$ cat src/hw/fault_seq_pkg.sv
// package: constants, types and timing for the supply fault sequencer
package fault_seq_pkg;
   // =====================================================================
   // clock and timing
   // =====================================================================
   localparam int unsigned CLK_HZ = 40_000_000;
   localparam int unsigned CLEAR_LOW_US = 150;        // least low time of turn-on input
   localparam int unsigned CLEAR_LOW_CYC = (CLEAR_LOW_US * (CLK_HZ / 1_000_000));
   localparam int unsigned DEGLITCH_US = 3000;        // start-up deglitch, 3 ms
   localparam int unsigned DEGLITCH_CYC = (DEGLITCH_US * (CLK_HZ / 1_000_000));
   localparam int unsigned SS_TIMEOUT_US = 2000;      // soft-start timeout, plain default
   localparam int unsigned SS_TIMEOUT_CYC = (SS_TIMEOUT_US * (CLK_HZ / 1_000_000));
   localparam int unsigned SS_DONE_US = 1000;         // soft-start ramp length, plain default
   localparam int unsigned SS_DONE_CYC = (SS_DONE_US * (CLK_HZ / 1_000_000));

   // =====================================================================
   // register map
   // =====================================================================
   localparam logic [11:0] CTRL_OFS = 12'h000;
   localparam logic [11:0] STATUS_OFS = 12'h004;
   localparam logic [11:0] LATCH_OFS = 12'h008;
   localparam logic [11:0] RAW_OFS = 12'h00C;
   localparam int unsigned CTRL_FORCE_OFF_BIT = 0;
   localparam logic [31:0] CTRL_RESET = 32'h0000_0000;

   // =====================================================================
   // types
   // =====================================================================
   typedef enum {
      ST_DISABLE,
      ST_SOFT_START,
      ST_NORMAL,
      ST_AUTO_PROT,
      ST_LATCHED
   } mode_t;

   // comparator flags, all active high
   typedef struct packed {
      logic in_uv;          // input undervolt_lockout falling comparator
      logic in_ov;          // input overvolt_lockout comparator
      logic main_uv;        // main_feedback_sense below undervolt trip
      logic aux_uv;         // aux_feedback_sense below undervolt trip
      logic main_ov;        // main_feedback_sense above overvolt trip
      logic aux_ov;         // aux_feedback_sense above overvolt trip
      logic failsafe_ov;    // main output above failsafe_overvolt_level
      logic pri_ot;         // primary_overtemp_trip
      logic sec_ot;         // secondary_overtemp_trip
      logic main_uvlos;     // main output above secondary lockout level
   } flags_t;

   localparam int unsigned FLAG_W = $bits(flags_t);

   // latched fault causes, kept for status
   typedef struct packed {
      logic ss_timeout;
      logic ot;
      logic failsafe_ov;
      logic ov;
      logic uv;
   } latch_cause_t;
endpackage : fault_seq_pkg

$ cat src/hw/isolated_supply_fault_sequencer.sv
// enable, protection and power-good sequencer with an apb status port
module isolated_supply_fault_sequencer #(
   parameter int unsigned CLEAR_LOW_CYCLES = fault_seq_pkg::CLEAR_LOW_CYC,
   parameter int unsigned DEGLITCH_CYCLES = fault_seq_pkg::DEGLITCH_CYC,
   parameter int unsigned SS_TIMEOUT_CYCLES = fault_seq_pkg::SS_TIMEOUT_CYC,
   parameter int unsigned SS_DONE_CYCLES = fault_seq_pkg::SS_DONE_CYC
) (
   input wire logic pclk,
   input wire logic presetn,
   input wire logic psel,
   input wire logic penable,
   input wire logic pwrite,
   input wire logic [11:0] paddr,
   input wire logic [31:0] pwdata,
   output logic [31:0] prdata,
   output logic pready,
   output logic pslverr,
   input wire logic turn_on_input,
   input wire fault_seq_pkg::flags_t comparator_flags,
   output logic switching_en,
   output logic soft_start_active,
   output logic power_good_n_o,
   output logic power_good_n_oe
);
   localparam int unsigned CNT_W = 24;

   fault_seq_pkg::flags_t flags_s;
   logic ena_s;
   fault_seq_pkg::mode_t mode_q;
   fault_seq_pkg::mode_t mode_d;
   fault_seq_pkg::latch_cause_t cause_q;
   logic ena_prev_q;
   logic [CNT_W-1:0] low_cnt_q;
   logic clear_armed_q;
   logic [CNT_W-1:0] ss_cnt_q;
   logic [CNT_W-1:0] dg_cnt_q;
   logic pg_issued_q;
   logic force_off_q;
   logic uv_any;
   logic ov_any;
   logic ot_any;
   logic latch_fault;
   logic latch_fault_run;
   logic clear_req;
   logic ena_eff;
   logic regulated;
   logic ss_done;
   logic ss_timeout;
   logic setup_ok;
   logic access;

   // =====================================================================
   // input synchronisation
   // =====================================================================
   // one chain for every comparator plus the turn-on pin
   // the agreement stage costs a cycle but rejects one-cycle glitches
   sync3 #(
      .WIDTH(fault_seq_pkg::FLAG_W + 1)
   ) u_sync (
      .clk(pclk),
      .rst_n(presetn),
      .async_in({comparator_flags, turn_on_input}),
      .sync_out({flags_s, ena_s})
   );

   // =====================================================================
   // fault classification
   // =====================================================================
   assign uv_any = flags_s.main_uv | flags_s.aux_uv;
   assign ov_any = flags_s.main_ov | flags_s.aux_ov;
   assign ot_any = flags_s.pri_ot | flags_s.sec_ot;
   // undervoltage trips a run only in normal mode; soft-start checks it only at exit
   assign latch_fault_run = uv_any & (mode_q == fault_seq_pkg::ST_NORMAL);
   assign latch_fault = ov_any | flags_s.failsafe_ov | ot_any;
   assign ss_done = (ss_cnt_q >= CNT_W'(SS_DONE_CYCLES));
   assign ss_timeout = (ss_cnt_q >= CNT_W'(SS_TIMEOUT_CYCLES)) & ~flags_s.main_uvlos;
   assign regulated = ~uv_any & ~ov_any; // within 10% band of both setpoints
   assign ena_eff = ena_s & ~force_off_q;
   // clear needs a long enough low phase, a rising edge and no fault still there
   assign clear_req = ena_s & ~ena_prev_q & clear_armed_q
      & ~latch_fault & ~uv_any;

   // =====================================================================
   // turn-on low-time measurement
   // =====================================================================
   // previous synced level, for the rising-edge test of a clear
   always_ff @(posedge pclk or negedge presetn) begin
      if (!presetn) begin
         ena_prev_q <= 1'b0;
      end else begin
         ena_prev_q <= ena_s;
      end
   end

   // low phase length; saturates so a long off time cannot wrap
   always_ff @(posedge pclk or negedge presetn) begin
      if (!presetn) begin
         low_cnt_q <= '0;
      end else if (ena_s) begin
         low_cnt_q <= '0;
      end else if (low_cnt_q < CNT_W'(CLEAR_LOW_CYCLES)) begin
         low_cnt_q <= low_cnt_q + CNT_W'(1);
      end
   end

   // armed flag survives the rising edge cycle, then drops
   always_ff @(posedge pclk or negedge presetn) begin
      if (!presetn) begin
         clear_armed_q <= 1'b0;
      end else if (ena_s && ena_prev_q) begin
         clear_armed_q <= 1'b0;
      end else if (!ena_s && low_cnt_q >= CNT_W'(CLEAR_LOW_CYCLES)) begin
         clear_armed_q <= 1'b1;
      end
   end

   // =====================================================================
   // operating mode
   // =====================================================================
   // input lockouts outrank everything; a latch is overridden by them too
   // a latch seen again after a lockout keeps its recorded cause
   always_comb begin
      mode_d = mode_q;
      case (mode_q)
         fault_seq_pkg::ST_DISABLE: begin
            if (flags_s.in_uv || flags_s.in_ov) begin
               mode_d = fault_seq_pkg::ST_AUTO_PROT;
            end else if (latch_fault) begin
               mode_d = fault_seq_pkg::ST_LATCHED;
            end else if (ena_eff) begin
               mode_d = fault_seq_pkg::ST_SOFT_START;
            end
         end
         fault_seq_pkg::ST_SOFT_START: begin
            if (flags_s.in_uv || flags_s.in_ov) begin
               mode_d = fault_seq_pkg::ST_AUTO_PROT;
            end else if (latch_fault || ss_timeout) begin
               mode_d = fault_seq_pkg::ST_LATCHED;
            end else if (!ena_eff) begin
               mode_d = fault_seq_pkg::ST_DISABLE;
            end else if (ss_done && flags_s.main_uvlos) begin
               // leaving soft-start with a feedback still low is a trip
               mode_d = uv_any ? fault_seq_pkg::ST_LATCHED : fault_seq_pkg::ST_NORMAL;
            end
         end
         fault_seq_pkg::ST_NORMAL: begin
            if (flags_s.in_uv || flags_s.in_ov) begin
               mode_d = fault_seq_pkg::ST_AUTO_PROT;
            end else if (latch_fault || latch_fault_run) begin
               mode_d = fault_seq_pkg::ST_LATCHED;
            end else if (!ena_eff) begin
               mode_d = fault_seq_pkg::ST_DISABLE;
            end
         end
         fault_seq_pkg::ST_AUTO_PROT: begin
            // without a recorded cause: recovery via full soft-start or wait in disable
            if (!flags_s.in_uv && !flags_s.in_ov) begin
               if (cause_q != '0) begin
                  mode_d = fault_seq_pkg::ST_LATCHED;
               end else if (ena_eff) begin
                  mode_d = fault_seq_pkg::ST_SOFT_START;
               end else begin
                  mode_d = fault_seq_pkg::ST_DISABLE;
               end
            end
         end
         fault_seq_pkg::ST_LATCHED: begin
            if (flags_s.in_uv || flags_s.in_ov) begin
               mode_d = fault_seq_pkg::ST_AUTO_PROT;
            end else if (clear_req) begin
               mode_d = fault_seq_pkg::ST_SOFT_START;
            end
         end
         default: begin
            mode_d = fault_seq_pkg::ST_DISABLE;
         end
      endcase
   end

   // the reset is the analog lockout; it wipes every latch
   always_ff @(posedge pclk or negedge presetn) begin
      if (!presetn) begin
         mode_q <= fault_seq_pkg::ST_DISABLE;
      end else begin
         mode_q <= mode_d;
      end
   end

   // =====================================================================
   // latched cause record
   // =====================================================================
   always_ff @(posedge pclk or negedge presetn) begin
      if (!presetn) begin
         cause_q <= '0;
      end else if (mode_q == fault_seq_pkg::ST_LATCHED && mode_d == fault_seq_pkg::ST_SOFT_START) begin
         cause_q <= '0;
      end else if (mode_d == fault_seq_pkg::ST_LATCHED && mode_q != fault_seq_pkg::ST_LATCHED
                   && mode_q != fault_seq_pkg::ST_AUTO_PROT) begin
         cause_q.ss_timeout <= (mode_q == fault_seq_pkg::ST_SOFT_START) & ss_timeout;
         cause_q.ot <= ot_any;
         cause_q.failsafe_ov <= flags_s.failsafe_ov;
         cause_q.ov <= ov_any;
         cause_q.uv <= uv_any;
      end
   end

   // =====================================================================
   // soft-start timer and start-up deglitch
   // =====================================================================
   always_ff @(posedge pclk or negedge presetn) begin
      if (!presetn) begin
         ss_cnt_q <= '0;
      end else if (mode_q != fault_seq_pkg::ST_SOFT_START) begin
         ss_cnt_q <= '0;
      end else if (ss_cnt_q != {CNT_W{1'b1}}) begin
         ss_cnt_q <= ss_cnt_q + CNT_W'(1);
      end
   end

   // deglitch count runs only while regulated, before the first power-good
   always_ff @(posedge pclk or negedge presetn) begin
      if (!presetn) begin
         dg_cnt_q <= '0;
      end else if (mode_q != fault_seq_pkg::ST_NORMAL || pg_issued_q || !regulated) begin
         dg_cnt_q <= '0;
      end else if (dg_cnt_q < CNT_W'(DEGLITCH_CYCLES)) begin
         dg_cnt_q <= dg_cnt_q + CNT_W'(1);
      end
   end

   // first power-good of a start waits; later ones follow faults directly
   always_ff @(posedge pclk or negedge presetn) begin
      if (!presetn) begin
         pg_issued_q <= 1'b0;
      end else if (mode_q != fault_seq_pkg::ST_NORMAL) begin
         pg_issued_q <= 1'b0;
      end else if (regulated && dg_cnt_q >= CNT_W'(DEGLITCH_CYCLES)) begin
         pg_issued_q <= 1'b1;
      end
   end

   // =====================================================================
   // pin and status outputs
   // =====================================================================
   // switching follows the next mode, so a trip stops it one edge sooner
   always_ff @(posedge pclk or negedge presetn) begin
      if (!presetn) begin
         switching_en <= 1'b0;
         soft_start_active <= 1'b0;
      end else begin
         switching_en <= (mode_d == fault_seq_pkg::ST_SOFT_START)
            || (mode_d == fault_seq_pkg::ST_NORMAL);
         soft_start_active <= (mode_d == fault_seq_pkg::ST_SOFT_START);
      end
   end

   // open-drain: output level is always low, enable pulls the pin
   always_ff @(posedge pclk or negedge presetn) begin
      if (!presetn) begin
         power_good_n_o <= 1'b0;
         power_good_n_oe <= 1'b0; // pin released in reset
      end else begin
         power_good_n_o <= 1'b0;
         power_good_n_oe <= (mode_d == fault_seq_pkg::ST_NORMAL) && pg_issued_q
            && regulated && !latch_fault;
      end
   end

   // =====================================================================
   // apb slave
   // =====================================================================
   // zero wait states; setup cycles are answered in the access phase
   // unmapped offsets answer with an error and read as zero
   assign access = psel & penable;
   assign setup_ok = (paddr == fault_seq_pkg::CTRL_OFS) || (paddr == fault_seq_pkg::STATUS_OFS)
      || (paddr == fault_seq_pkg::LATCH_OFS) || (paddr == fault_seq_pkg::RAW_OFS);

   always_ff @(posedge pclk or negedge presetn) begin
      if (!presetn) begin
         force_off_q <= fault_seq_pkg::CTRL_RESET[fault_seq_pkg::CTRL_FORCE_OFF_BIT];
      end else if (access && pwrite && paddr == fault_seq_pkg::CTRL_OFS) begin
         force_off_q <= pwdata[fault_seq_pkg::CTRL_FORCE_OFF_BIT];
      end
   end

   // handshake answer: one access cycle, never a wait state
   always_ff @(posedge pclk or negedge presetn) begin
      if (!presetn) begin
         pready <= 1'b0;
         pslverr <= 1'b0;
      end else begin
         pready <= psel & ~penable;
         pslverr <= psel & ~penable & ~setup_ok;
      end
   end

   // read data registered in the setup cycle, valid through access
   always_ff @(posedge pclk or negedge presetn) begin
      if (!presetn) begin
         prdata <= '0;
      end else begin
         prdata <= '0;
         if (psel && !penable && !pwrite) begin
            case (paddr)
               fault_seq_pkg::CTRL_OFS: prdata <= {31'h0000_0000, force_off_q};
               fault_seq_pkg::STATUS_OFS: prdata <= {24'h00_0000, 1'b0, pg_issued_q, ena_s,
                  switching_en, 1'b0, 3'(mode_q)};
               fault_seq_pkg::LATCH_OFS: prdata <= {27'h000_0000, cause_q};
               fault_seq_pkg::RAW_OFS: prdata <= {{(32 - fault_seq_pkg::FLAG_W){1'b0}}, flags_s};
               default: prdata <= '0;
            endcase
         end
      end
   end
endmodule : isolated_supply_fault_sequencer

$ cat src/hw/sync3.sv
// three-stage synchroniser for a bus of asynchronous levels
module sync3 #(
   parameter int unsigned WIDTH = 1
) (
   input wire logic clk,
   input wire logic rst_n,
   input wire logic [WIDTH-1:0] async_in,
   output logic [WIDTH-1:0] sync_out
);
   logic [WIDTH-1:0] s1_q;
   logic [WIDTH-1:0] s2_q;
   logic [WIDTH-1:0] s3_q;

   // =====================================================================
   // per-bit chain; change accepted when stages two and three agree
   // =====================================================================
   genvar i;
   generate
      for (i = 0; i < WIDTH; i++) begin : g_bit
         always_ff @(posedge clk or negedge rst_n) begin
            if (!rst_n) begin
               s1_q[i] <= 1'b0;
               s2_q[i] <= 1'b0;
               s3_q[i] <= 1'b0;
               sync_out[i] <= 1'b0;
            end else begin
               s1_q[i] <= async_in[i];
               s2_q[i] <= s1_q[i];
               s3_q[i] <= s2_q[i];
               // hold until the two later stages agree, filters one-cycle glitches
               if (s2_q[i] == s3_q[i]) begin
                  sync_out[i] <= s3_q[i];
               end
            end
         end
      end
   endgenerate
endmodule : sync3

$ cat config.mk
export PLATFORM = sky130hd
export DESIGN_NAME = isolated_supply_fault_sequencer
export DESIGN_NICKNAME = d
export VERILOG_FILES = /design/src/hw/fault_seq_pkg.sv /design/src/hw/isolated_supply_fault_sequencer.sv /design/src/hw/sync3.sv
export SDC_FILE = /design/constraint.sdc
export NUM_CORES = 1
export LEC_CHECK = 0
export ABC_AREA = 1
export BUFFER_PORTS_ARGS = -buffer_cell sky130_fd_sc_hd__buf_2
export CAP_MARGIN = 5
export CORE_ASPECT_RATIO = 2
export CORE_MARGIN = 4
export CORE_UTILIZATION = 55
export DETAILED_ROUTE_END_ITERATION = 10
export PLACE_DENSITY_LB_ADDON = 0.05
export REMOVE_ABC_BUFFERS = 1
export SETUP_SLACK_MARGIN = 0.15
export SYNTH_ARGS = -nofsm -noshare
export SYNTH_HDL_FRONTEND = slang
export SYNTH_SLANG_ARGS = --single-unit
$ cat constraint.sdc
create_clock -name pclk -period 2.35 [get_ports pclk]
set_input_delay 0.235 -clock pclk [delete_from_list [all_inputs] [get_ports pclk]]
set_output_delay 0.235 -clock pclk [all_outputs]
set_load 0.05 [all_outputs]
==> reports/qor.yml <==
global_route_congestion_overflow_total: 0
wire_per_inst_um: 13.7
setup_viol: 0
achievable-frequency_mhz: 488
groute.usage.overall_pct: 20.9
routed_wl_um: 15300
final_net_count: 1011
synth_enable_flop_cells: 0
clock_tree.htree_level_count: 4
share_of_cell_area_taken_by_muxes_after_synthesis_pct: 0
synth_top_family_by_area: "simple AND/OR/NAND/NOR gates"
setup-tns-final_ns: 0
tightestPinTransition_ns: 0.557
drtAntennaViolNets: 0
cts_root_buf: "clkbuf_16"
insertion_delay_ns: 0.42
max_cap_violations: 0
die_width_um: 91.1
first_global_vias: 5999
worstPathRequired_ns: 2.66
fp.coreArea_um2: 13500
grt_pass1_wl_um: 27000
worstHoldPathCells: 3
rows: 60
globalplace.congestion: 0.891
post_synthesis_share_of_cell_area_spent_on_and_or_nand_and_nor_gates_pct: 23.5
period_share_pct: 87.1
final.setup_skew_ns: 0.0103
mappedNetlistArea_um2: 7590
detailroute.via_count: 5753
relSlewSlack_pct: 62.9
min_path_type: "primary input to flop"
drt_drc_violations_left: 0
post_route_cells_drive_above_1_share_pct: 16.1
timing_max_transition_violations_final: 0
cts_buffers: 17
ys_seq_area_share_pct: 56.7
layout.filler_cells: 1137
cts.clk_slew.worst_paths_ns: 0.07
synthCells: 835
crit_type: "flop to flop"
synth.yosys.warnings: 0
detailedRoute.firstPassIterationCount: 4
cts_tree: "done"
power.density_cell_area_nw_per_um2: 688
critPathArrivalTime_ns: 2.36
syn_area_per_cell_um2: 9.09
detailedRoute.firstIterationViolations: 278
post_drt_via_cell_ratio: 5.17
outcome: "finished clean"
floorplan.die_area_um2: 15900
synth-seq-cells: 172
asyncSetResetFlopFracSynth_pct: 100
antennaDiodeCount: 0
unrepaired_setup_endpoints_after_global_routing: "yes"
synth-compound-area-share_pct: 7.77
worst_r2r_path_depth: 15
design.portCount: 98
power_leakage_nw: 4.20
synth_xor_area_share_pct: 0.115
flow.area_growth_from_synthesis_pct: 17.4
synth_adder_area_share_pct: 2.44
vdd_ir_drop_max_mv: 0.501
hold_ws_ns: 0.0493
synth.distinct_cells: 44
grt_start_max_net_pins: 67
final_period_minus_worst_setup_slack_ns: 2.05
grt_antenna_before_repair: 0
synth_top_flop_cell: "dfrtp_1"
initial_core_util_pct: 56.2
fp.dieH_um: 174
numPortBuffers: 43
hold_viol: 0
cts_buffer_depth: 2
crit_path_start_kind: "flop"
cts_sinks: 172
place.detailed.hpwl_um: 11000
timing.critical_path.to_type: "flop"
timing.critical_path.fanout_max: 4
kinds of logic after synthesis:
logic type / count (synthesis)
other cells: 1
xor+xnor: 1
flops: 172
buf+inv: 164
fa+ha+maj: 17
compound gates: 104
simple gates: 376
critical path, cell delays in order, from the launching register on:
cell,delay (ns)
dfrtp_1,0.38
inv_2,0.06
nand2_1,0.05
nor2_1,0.12
nand2_1,0.11
nor2_4,0.13
nand3_4,0.09
buf_4,0.15
nor2_2,0.12
nand4_2,0.12
nor2_2,0.18
nand4_2,0.14
nor2_2,0.13
nand3_1,0.07
nand2_1,0.06
nor2_1,0.03
per-stage QoR:
stage | instances | area, um2 | power (W) | setup slack, ns | util [%]
finish | 1113 | 8910 | 0.00613 | 0.303 | 65.9
global route | 1113 | 8910 | 0.00640 | 0.124 | 65.9
CTS | 1106 | 8770 | 0.00620 | 0.224 | 64.9
detailed placement | 1061 | 8070 | 0.00346 | 0.274 | 59.7
global placement | 1061 | 8070 | 0.00345 | 0.370 | 59.7
floorplan | 855 | 7570 | 0.00332 | 0.483 | -
state kept, by name, indices dropped and copies added, names as in the netlist:
register / flops
power_good_n_oe: 1
u_sync.s1_q: 11
ena_prev_q: 1
pready: 1
u_sync.sync_out: 11
u_sync.s3_q: 11
pg_issued_q: 1
clear_armed_q: 1
mode_q: 32
soft_start_active: 1
dg_cnt_q: 24
u_sync.s2_q: 11
force_off_q: 1
cause_q: 5
low_cnt_q: 24
switching_en: 1
prdata: 10
ss_cnt_q: 24
pslverr: 1
repair_timing:
action                                  in CTS  in global routing
hold endpoints to repair                    69                  0
endpoints found under the setup margin       0                 12
hold buffers                                13                  0
buffers inserted                             0                  7
resized for setup                            0                 26
report_power, final:
group	leakage (nW)	switching, W	internal, W
combinational	1.69	0.000247	0.0000896
sequential	2.22	0.0000514	0.00305
clock	0.281	0.00118	0.00151
placed cells by master, fill, tap and decap left out, drive strengths merged, types with 8 or more instances in the layout:
cell type	netlist	final
dfrtp	172	172
nor2	128	128
o21ai	29	29
a21oi	49	49
clkbuf	2	19
nand4	22	22
nand3	61	61
nor3	32	32
dlygate4sd3	0	13
maj3	11	11
inv	132	140
o22ai	8	8
nand2	124	124
buf	29	58
conb	1	52
cells in the mapped netlist (all sizes together) (6+ instances only):
cell | count | share of area [%]
o21ai | 29 | 1.9
dfrtp | 172 | 57
nor3 | 32 | 2.7
maj3 | 11 | 1.5
ha | 6 | 0.99
nand2 | 124 | 6.5
inv | 132 | 6.5
buf | 29 | 2.7
a21oi | 49 | 3.3
nor2 | 128 | 6.9
nor4 | 6 | 0.49
o22ai | 8 | 0.66
nand3 | 61 | 4.5
nand4 | 22 | 2.1
cell type report:
class	count	area, um2	share of cell area (%)
Sequential cell	172	4300	48.3
Multi-Input combinational cell	550	2840	31.9
Inverter	133	509	5.72
Timing Repair Buffer	71	489	5.49
Clock buffer	19	443	4.97
Tap cell	155	194	2.18
Clock inverter	13	129	1.45
final timing paths:
kind | to | start | slack, ns
setup / recovery | dg_cnt_q[14]$_DFFE_PN0P_ | dg_cnt_q[18]$_DFFE_PN0P_ | 0.30
hold / removal | pready$_DFF_PN0_ | psel | 0.05
setup reg to reg | dg_cnt_q[14]$_DFFE_PN0P_ | dg_cnt_q[18]$_DFFE_PN0P_ | 0.30
hold reg to reg | u_sync.s2_q[6]$_DFF_PN0_ | u_sync.s1_q[6]$_DFF_PN0_ | 0.35
max in group asynchronous | u_sync.s3_q[4]$_DFF_PN0_ | presetn | 1.25
min in group asynchronous | low_cnt_q[14]$_DFFE_PN0P_ | presetn | 0.36
per-layer routing:
| metal | vias to the layer above | share of wire, % | track usage [%] |
|---|---|---|---|
| li1 | 2835 | - | - |
| met1 | 2743 | 37 | 22.3 |
| met2 | 139 | 56 | 39.1 |
| met3 | 36 | 3.8 | 4.03 |
| met4 | 0 | 2.9 | 9.38 |
| met5 | - | 0 | 0 |
Note: power is estimated with default switching activity, not from simulation.
